$ cat config.mk
export PLATFORM = sky130hd
export DESIGN_NAME = lcd_bias_driver
export DESIGN_NICKNAME = d
export VERILOG_FILES = /design/src/hw/lcd_bias_pkg.sv /design/src/hw/lcd_bias_driver.sv
export SDC_FILE = /design/constraint.sdc
export NUM_CORES = 1
export LEC_CHECK = 0
export BUFFER_PORTS_ARGS = -buffer_cell sky130_fd_sc_hd__buf_2
export CAP_MARGIN = 25
export CORE_UTILIZATION = 35
export CTS_CLUSTER_SIZE = 16
export DETAILED_ROUTE_END_ITERATION = 8
export PLACE_DENSITY = 0.63
export SLEW_MARGIN = 20
export SYNTH_ARGS = -nofsm -noshare
export SYNTH_HDL_FRONTEND = slang
export SYNTH_SLANG_ARGS = --single-unit
$ cat constraint.sdc
create_clock -name ref_clk -period 2.62 [get_ports ref_clk]
set_clock_uncertainty 0.2 [all_clocks]
set_input_delay 0.393 -clock ref_clk [delete_from_list [all_inputs] [get_ports ref_clk]]
set_output_delay 0.393 -clock ref_clk [all_outputs]
set_load 0.02 [all_outputs]
$ cat src/hw/lcd_bias_pkg.sv
// constants and types for the software-driven lcd bias driver
package lcd_bias_pkg;

    // ------------------------------------------------------------------
    // register map (word index on the plain register port)
    // ------------------------------------------------------------------
    localparam logic [2:0] ADDR_CTRL      = 3'h0;
    localparam logic [2:0] ADDR_SEG_LO    = 3'h1;
    localparam logic [2:0] ADDR_SEG_MID   = 3'h2;
    localparam logic [2:0] ADDR_SEG_HI    = 3'h3;
    localparam logic [2:0] ADDR_PORT_A    = 3'h4;
    localparam logic [2:0] ADDR_SEG_DAT0  = 3'h5;
    localparam logic [2:0] ADDR_SEG_DAT1  = 3'h6;
    localparam logic [2:0] ADDR_SEG_DAT2  = 3'h7;

    // ------------------------------------------------------------------
    // control register fields
    // ------------------------------------------------------------------
    localparam int CTRL_FRAME_BIT  = 7;
    localparam int CTRL_ISEL_HI    = 6;
    localparam int CTRL_ISEL_LO    = 5;
    localparam int CTRL_MASTER_BIT = 4;
    localparam int CTRL_COM_HI     = 3;
    localparam int CTRL_COM_LO     = 0;

    localparam logic [7:0] CTRL_RESET     = 8'h00;
    localparam logic [7:0] SEG_SEL_RESET  = 8'h00;
    localparam logic [7:0] PORT_RESET     = 8'h00;
    localparam logic [3:0] SEG_HI_MASK    = 4'hF;

    localparam int NUM_COM = 4;
    localparam int NUM_SEG = 20;

    // first-port data bits feeding the common pins
    localparam int COM_DATA_BIT0 = 0;
    localparam int COM_DATA_BIT1 = 1;
    localparam int COM_DATA_BIT2 = 2;
    localparam int COM_DATA_BIT3 = 4;

    // ------------------------------------------------------------------
    // types
    // ------------------------------------------------------------------
    typedef enum logic [1:0] {
        LVL_GND       = 2'b00,
        LVL_ONE_THIRD = 2'b01,
        LVL_TWO_THIRD = 2'b10,
        LVL_SUPPLY    = 2'b11
    } lcd_level_t;

    typedef struct packed {
        logic       frame;
        logic [1:0] current_sel;
        logic       master_on;
        logic [3:0] common_pin_select;
    } ctrl_t;

    typedef struct packed {
        logic [2:0] addr;
        logic [7:0] wdata;
        logic       wr;
        logic       rd;
    } reg_req_t;

endpackage

$ cat src/hw/lcd_bias_driver.sv
// software-driven 1/3 bias lcd common and segment pin driver
//
// Functional notes
// - one master enable for all common and segment pins
// - master off forces all lcd outputs ground
// - pin is lcd only when both enabled
// - common select bits 3..0 route pins
// - lcd drive ignores port direction setting
// - four levels: ground, third, two-thirds, supply
// - frame bit 7 selects frame 0/1
// - frame 0: com supply/third, seg ground/two-thirds
// - frame 1: com ground/two-thirds, seg supply/third
// - common data from port bits 0,1,2,4
// - segment data from its port bit
// - bits 6:5 select bias current
// - segment select bits route, reset zero
`timescale 1ns/1ps
`default_nettype none

module lcd_bias_driver
    import lcd_bias_pkg::*;
#(
    parameter int NCOM = NUM_COM,
    parameter int NSEG = NUM_SEG
) (
    input  wire logic             ref_clk,     // system clock, 50 MHz
    input  wire logic             rst,         // async reset, active high
    input  wire reg_req_t         req,         // register port request
    output logic      [7:0]       rdata,       // read data, cycle after rd
    input  wire logic [NCOM-1:0]  com_dir_out, // port direction for com pins
    input  wire logic [NSEG-1:0]  seg_dir_out, // port direction for seg pins
    output lcd_level_t            com_level [NCOM], // level per common pin
    output lcd_level_t            seg_level [NSEG], // level per segment pin
    output logic [NCOM-1:0]       com_lcd_act, // common pin owned by lcd
    output logic [NSEG-1:0]       seg_lcd_act, // segment pin owned by lcd
    output logic [1:0]            drive_current_sel // bias current code
);

    // ------------------------------------------------------------------
    // write decode
    // ------------------------------------------------------------------
    logic            wr_ctrl;
    logic            wr_seg_lo;
    logic            wr_seg_mid;
    logic            wr_seg_hi;
    logic            wr_port;
    logic            wr_dat0;
    logic            wr_dat1;
    logic            wr_dat2;
    logic [NSEG-1:0] seg_sel;
    logic [23:0]     seg_dat;

    assign wr_ctrl    = req.wr & (req.addr == ADDR_CTRL);
    assign wr_seg_lo  = req.wr & (req.addr == ADDR_SEG_LO);
    assign wr_seg_mid = req.wr & (req.addr == ADDR_SEG_MID);
    assign wr_seg_hi  = req.wr & (req.addr == ADDR_SEG_HI);
    assign wr_port    = req.wr & (req.addr == ADDR_PORT_A);
    assign wr_dat0    = req.wr & (req.addr == ADDR_SEG_DAT0);
    assign wr_dat1    = req.wr & (req.addr == ADDR_SEG_DAT1);
    assign wr_dat2    = req.wr & (req.addr == ADDR_SEG_DAT2);

    // ------------------------------------------------------------------
    // control register
    // ------------------------------------------------------------------
    ctrl_t ctrl_q;
    ctrl_t ctrl_d;

    always_comb begin
        ctrl_d = ctrl_q;
        if (wr_ctrl) begin
            ctrl_d = ctrl_t'(req.wdata);
        end
    end

    always_ff @(posedge ref_clk or posedge rst) begin
        if (rst) begin
            ctrl_q <= ctrl_t'(CTRL_RESET);
        end else begin
            ctrl_q <= ctrl_d;
        end
    end

    // ------------------------------------------------------------------
    // segment select, pins 7..0
    // ------------------------------------------------------------------
    logic [7:0] seg_sel_lo_q;
    logic [7:0] seg_sel_lo_d;

    always_comb begin
        seg_sel_lo_d = seg_sel_lo_q;
        if (wr_seg_lo) begin
            seg_sel_lo_d = req.wdata;
        end
    end

    always_ff @(posedge ref_clk or posedge rst) begin
        if (rst) begin
            seg_sel_lo_q <= SEG_SEL_RESET;
        end else begin
            seg_sel_lo_q <= seg_sel_lo_d;
        end
    end

    // ------------------------------------------------------------------
    // segment select, pins 15..8
    // ------------------------------------------------------------------
    logic [7:0] seg_sel_mid_q;
    logic [7:0] seg_sel_mid_d;

    always_comb begin
        seg_sel_mid_d = seg_sel_mid_q;
        if (wr_seg_mid) begin
            seg_sel_mid_d = req.wdata;
        end
    end

    always_ff @(posedge ref_clk or posedge rst) begin
        if (rst) begin
            seg_sel_mid_q <= SEG_SEL_RESET;
        end else begin
            seg_sel_mid_q <= seg_sel_mid_d;
        end
    end

    // ------------------------------------------------------------------
    // segment select, upper pins
    // ------------------------------------------------------------------
    logic [NSEG-17:0] seg_sel_hi_q;
    logic [NSEG-17:0] seg_sel_hi_d;

    always_comb begin
        seg_sel_hi_d = seg_sel_hi_q;
        if (wr_seg_hi) begin
            seg_sel_hi_d = req.wdata[NSEG-17:0];
        end
    end

    always_ff @(posedge ref_clk or posedge rst) begin
        if (rst) begin
            seg_sel_hi_q <= '0;
        end else begin
            seg_sel_hi_q <= seg_sel_hi_d;
        end
    end

    assign seg_sel = {seg_sel_hi_q, seg_sel_mid_q, seg_sel_lo_q};

    // ------------------------------------------------------------------
    // first port data
    // ------------------------------------------------------------------
    logic [7:0] port_q;
    logic [7:0] port_d;

    always_comb begin
        port_d = port_q;
        if (wr_port) begin
            port_d = req.wdata;
        end
    end

    always_ff @(posedge ref_clk or posedge rst) begin
        if (rst) begin
            port_q <= PORT_RESET;
        end else begin
            port_q <= port_d;
        end
    end

    // ------------------------------------------------------------------
    // segment data, bits 7..0
    // ------------------------------------------------------------------
    logic [7:0] seg_dat0_q;
    logic [7:0] seg_dat0_d;

    always_comb begin
        seg_dat0_d = seg_dat0_q;
        if (wr_dat0) begin
            seg_dat0_d = req.wdata;
        end
    end

    always_ff @(posedge ref_clk or posedge rst) begin
        if (rst) begin
            seg_dat0_q <= PORT_RESET;
        end else begin
            seg_dat0_q <= seg_dat0_d;
        end
    end

    // ------------------------------------------------------------------
    // segment data, bits 15..8
    // ------------------------------------------------------------------
    logic [7:0] seg_dat1_q;
    logic [7:0] seg_dat1_d;

    always_comb begin
        seg_dat1_d = seg_dat1_q;
        if (wr_dat1) begin
            seg_dat1_d = req.wdata;
        end
    end

    always_ff @(posedge ref_clk or posedge rst) begin
        if (rst) begin
            seg_dat1_q <= PORT_RESET;
        end else begin
            seg_dat1_q <= seg_dat1_d;
        end
    end

    // ------------------------------------------------------------------
    // segment data, bits 23..16
    // ------------------------------------------------------------------
    logic [7:0] seg_dat2_q;
    logic [7:0] seg_dat2_d;

    always_comb begin
        seg_dat2_d = seg_dat2_q;
        if (wr_dat2) begin
            seg_dat2_d = req.wdata;
        end
    end

    always_ff @(posedge ref_clk or posedge rst) begin
        if (rst) begin
            seg_dat2_q <= PORT_RESET;
        end else begin
            seg_dat2_q <= seg_dat2_d;
        end
    end

    assign seg_dat = {seg_dat2_q, seg_dat1_q, seg_dat0_q};

    // ------------------------------------------------------------------
    // read data, valid the cycle after the read strobe
    // ------------------------------------------------------------------
    logic [7:0] rdata_q;
    logic [7:0] rdata_d;

    always_comb begin
        rdata_d = 8'h00;
        if (req.rd) begin
            unique case (req.addr)
                ADDR_CTRL:     rdata_d = ctrl_q;
                ADDR_SEG_LO:   rdata_d = seg_sel_lo_q;
                ADDR_SEG_MID:  rdata_d = seg_sel_mid_q;
                ADDR_SEG_HI:   rdata_d = 8'(seg_sel_hi_q);
                ADDR_PORT_A:   rdata_d = port_q;
                ADDR_SEG_DAT0: rdata_d = seg_dat0_q;
                ADDR_SEG_DAT1: rdata_d = seg_dat1_q;
                ADDR_SEG_DAT2: rdata_d = seg_dat2_q;
            endcase
        end
    end

    always_ff @(posedge ref_clk or posedge rst) begin
        if (rst) begin
            rdata_q <= 8'h00;
        end else begin
            rdata_q <= rdata_d;
        end
    end

    assign rdata             = rdata_q;
    assign drive_current_sel = ctrl_q.current_sel;

    // ------------------------------------------------------------------
    // level selection
    // ------------------------------------------------------------------
    logic [NCOM-1:0] com_data;
    assign com_data = {port_q[COM_DATA_BIT3], port_q[COM_DATA_BIT2],
                       port_q[COM_DATA_BIT1], port_q[COM_DATA_BIT0]};

    // common: frame 0 -> supply/third, frame 1 -> ground/two-thirds
    function automatic lcd_level_t com_pick(input logic fr, input logic d);
        if (!fr) begin
            com_pick = d ? LVL_SUPPLY : LVL_ONE_THIRD;
        end else begin
            com_pick = d ? LVL_GND : LVL_TWO_THIRD;
        end
    endfunction

    // segment: frame 0 -> ground/two-thirds, frame 1 -> supply/third
    function automatic lcd_level_t seg_pick(input logic fr, input logic d);
        if (!fr) begin
            seg_pick = d ? LVL_GND : LVL_TWO_THIRD;
        end else begin
            seg_pick = d ? LVL_SUPPLY : LVL_ONE_THIRD;
        end
    endfunction

    // direction inputs intentionally unused for lcd ownership
    logic dir_unused;
    assign dir_unused = ^{com_dir_out, seg_dir_out};

    genvar gi;
    generate
        for (gi = 0; gi < NCOM; gi++) begin : g_com
            assign com_lcd_act[gi] = ctrl_q.master_on &
                                     ctrl_q.common_pin_select[gi];
            assign com_level[gi] = com_lcd_act[gi] ?
                                   com_pick(ctrl_q.frame, com_data[gi]) :
                                   LVL_GND;
        end
        for (gi = 0; gi < NSEG; gi++) begin : g_seg
            assign seg_lcd_act[gi] = ctrl_q.master_on & seg_sel[gi];
            assign seg_level[gi] = seg_lcd_act[gi] ?
                                   seg_pick(ctrl_q.frame, seg_dat[gi]) :
                                   LVL_GND;
        end
    endgenerate

endmodule

`default_nettype wire

# After elaboration in Yosys (flattened, before gate mapping)
# Index checks and enable logic that the tools add are counted.
# word_totals
regBits	68
in_bits	39
elab_cells	150
# op_classes
n_eq_ne	7
n_mux	98
bitwise	32
n_reduce_logical	1
# ops
op	n
2-bit two-way mux	96
8-bit case mux with 8 select lines	1
1-bit AND	32
3-bit equality test (second input constant)	4
8-bit two-way mux	1
3-bit by 2-bit equality test with 1-bit output (second input constant)	2
3-bit by 1-bit equality test with 1-bit output (second input constant)	1
3-bit zero test	1

# Longest topological paths before layout
# logic_depth
ltp_word	3
depth_mapped	7
ltp_nobuf	4

# Least setup slack after synthesis
# No wires, ideal clock.
# synth_path
kind	reg-to-output
from	register ctrl_q[4] in the netlist's numbering
to	output seg_level[11] in the netlist's numbering
t_arrival_ns	1.172
t_required_ns	2.027
setup_slack_ns	0.855
path_stages_with_launch	4
n_path_buf	1
path_cell_list	dfrtp_1 clkbuf_1 and2_1 and2_1
# synth_lines
item	line_no	text
start, declared	lcd_bias_driver.sv:65	ctrl_t ctrl_q;
start signal, assigned	lcd_bias_driver.sv:77	ctrl_q <= ctrl_t'(CTRL_RESET);
start signal, assigned	lcd_bias_driver.sv:79	ctrl_q <= ctrl_d;
end, declared	lcd_bias_driver.sv:33	output lcd_level_t seg_level [NSEG],

==> results.json <==
{
  "path_common_cell": "and2_1",
  "top_usage_layer": "met2",
  "synth-seq-cells": 68,
  "grt_pass1_wl_mm": 14.97,
  "nets": 468,
  "die_w_microns": 106.0,
  "cp_top_family": "flip-flops",
  "antenna_left": 0,
  "holdPathStages": 3,
  "post-cts-setup-buffers": 0,
  "dp_hpwl_mm": 6.720,
  "gp_congestion": 0.7996,
  "clockBufferDepth": 2,
  "use_met3_pct": 5.518,
  "hold_violations": 0,
  "cp-end-kind": "output pin",
  "die_y_microns": 106.0,
  "synth-seq-area-share_pct": 44.97,
  "drive_gt1_share_pct": 44.24,
  "cpPeakStageDelay_ns": 0.52,
  "start_kind": "register",
  "timing.fmax_mhz": 464.9,
  "final_cell_mix": "96 x buf_2, 67 x dfrtp_1, 63 x mux2_2",
  "drt_wl_total_mm": 9.505,
  "grt_use_total_pct": 17.76,
  "instances_no_fill": 570,
  "coreArea_sq_um": 10420,
  "hp-class": "input pin to register",
  "power.total_mw": 3.571,
  "cp.required_ns": 2.03,
  "syn-cell-area_sq_um": 3784,
  "slowest_stage": "dfrtp_1",
  "rsz0062_at_grt": "false",
  "pin_count": 121,
  "dr.pass1.iters": 4,
  "slew_viol_final": 0,
  "wl_per_cell_microns": 16.68,
  "final_common_cell": "buf_2",
  "synth.distinct_cells": 39,
  "fin_util_pct": 44.22,
  "synthCells": 334,
  "syn_nets": 373,
  "worstPathMaxFanout": 39,
  "syn_avg_cell_area_sq_um": 11.33,
  "ir_worst_vdd_mv": 0.3869,
  "slew_headroom_pct": 61.34,
  "numPortBuffers": 96,
  "use_met2_pct": 28.24,
  "clock_sinks": 68,
  "clock_latency_ns": 0.34,
  "critical_path.cell_chain": "buf_12 > and2_1 > and2_1 > buf_2",
  "viasPerCell": 5.025,
  "grt_pass1_vias": 2750,
  "cp.depth": 4,
  "power_density_nw_per_um2": 775.4,
  "num_vias": 2864,
  "syn2layout_area_growth_pct": 21.73,
  "setup_violations": 0,
  "antenna_cells": 0,
  "outcome": "completed",
  "clkTransAtPathRegs_ns": 0.07,
  "grt_max_degree": 48,
  "cts_tree": "yes",
  "p_leak_nw": 2.263,
  "path_buf_inv": 2,
  "ys_warn_count": 0,
  "worstSetupPathType": "register to output pin",
  "initial_core_util_pct": 36.32,
  "dp_cells": 553,
  "drc": 0,
  "placed_cell_area_sq_um": 4408,
  "worst_pin_slew_ns": 0.5793,
  "rr_worst_depth": 4,
  "min_period_ns": 2.151,
  "cts_max_level": 3,
  "clock-root-buffer": "clkbuf_8",
  "max_cap_viol_count": 0,
  "grtUsageMet1_pct": 23.58,
  "rows": 37,
  "fill_cells": 1003,
  "cts_buffers": 9,
  "grt_antenna_before_repair": 0,
  "fin_tns_setup_ns": 0,
  "fin_area_sq_um": 4606,
  "drt-initial-drc-count": 119,
  "die_area_sq_um": 11230,
  "min_period_over_period_pct": 82.10,
  "grt-ovfl-total": 0,
  "worstPathArrival_ns": 1.56
}
-- timing repair --
item                      in CTS  in global routing
hold buffers                   1                  0
gates resized for setup        0                  0
hold endpoints to repair      23                  0
-- metal layers --
layer	wire length, microns	up-vias
li1	-	1361
met1	4210	1398
met2	4592	97
met3	606	8
met4	95	0
met5	0	-
-- path summary, 6_finish.rpt --
| kind | endpoint | start | slack (ns) |
|---|---|---|---|
| min in group asynchronous | seg_sel_mid_q[1] | rst | 0.44 |
| min reg2reg | seg_dat2_q[5] | seg_dat2_q[5] | 0.30 |
| max in group asynchronous | ctrl_q[1] | rst | 1.06 |
| max reg2reg | rdata[2] | seg_dat1_q[2] | 1.04 |
| min | seg_sel_mid_q[4] | req[6] | 0.15 |
| max | seg_level[35] | ctrl_q[4] | 0.47 |
-- worst register-to-register path: stages, from the launching register on --
cell	delay (ns)
dfrtp_1	0.40
mux2_2	0.27
a221oi_1	0.32
a21oi_1	0.08
o21a_1	0.19
-- kinds of logic after synthesis --
logic type	after synthesis	share of synthesized area, %
DFF	68	44.97
buffers and inverters	32	4.365
muxes	70	20.93
and+or+nand+nor	101	16.90
xor gates and xnor gates	24	5.556
AOI/OAI and AO/OA	39	7.276
-- area by class of cell --
class,instances,area [sq um],share of cell area [%]
well taps,136,170.2,3.695
clock inverters,2,35.03,0.7607
flip-flops and latches,68,1703,36.97
repair buffers,108,598.1,12.99
multi-input cells,234,1917,41.62
inverters,8,30.03,0.6520
clock buffers,14,152.6,3.314
-- sequential cells by signal, indices dropped and copies added (netlist names) --
register           cells
seg_dat0_q             8
seg_dat2_q             8
ctrl_q                 6
seg_sel_mid_q          8
port_q                 8
drive_current_sel      2
seg_dat1_q             8
rdata                  8
seg_sel_lo_q           8
seg_sel_hi_q           4
-- power breakdown --
part,internal (mW),switching (mW),leakage (nW)
Sequential,1.27,0.200,0.824
Combinational,0.587,0.690,1.34
Clock,0.466,0.360,0.0947
Total,2.32,1.25,2.26
-- through the flow --
step / worst slack [ns] / hold slack, ns
2_1_floorplan: 0.3155 / 0.2727
3_3_place_gp: 0.4747 / 0.2571
3_5_place_dp: 0.4554 / 0.2675
4_1_cts: 0.4413 / 0.1452
5_1_grt: 0.3556 / 0.1518
6_report: 0.4691 / 0.1499
-- synthesized netlist by cell type --
master	n	share of area (%)
nand4b_2	1	0.40
buf_2	9	1.2
nor3_1	1	0.13
mux2_2	63	19
nand2b_4	1	0.36
nor3b_1	1	0.20
a21oi_1	8	1.1
o21ai_0	6	0.79
a2bb2oi_1	1	0.23
buf_4	5	0.99
and2_1	41	6.8
or3_1	1	0.17
or2_1	1	0.17
buf_6	2	0.60
mux2i_1	6	1.6
nor2b_1	1	0.17
nor2_2	1	0.17
xnor2_1	24	5.6
a221oi_1	7	1.6
o41ai_1	1	0.23
nand2_1	10	0.99
o21bai_1	1	0.20
nor3b_4	2	0.99
nor2_1	12	1.2
and3_1	20	3.3
a211oi_1	1	0.20
o21a_1	4	0.79
nand4_2	1	0.33
nand2b_1	3	0.50
o2bb2ai_1	4	0.93
nand4b_1	1	0.23
mux4_2	1	0.60
a22o_1	1	0.23
nand3b_1	2	0.40
clkbuf_1	8	0.79
dfrtp_1	68	45
a22oi_1	5	0.99
nor3_4	1	0.43
inv_1	8	0.79
Note: power is estimated with default switching activity, not from simulation.
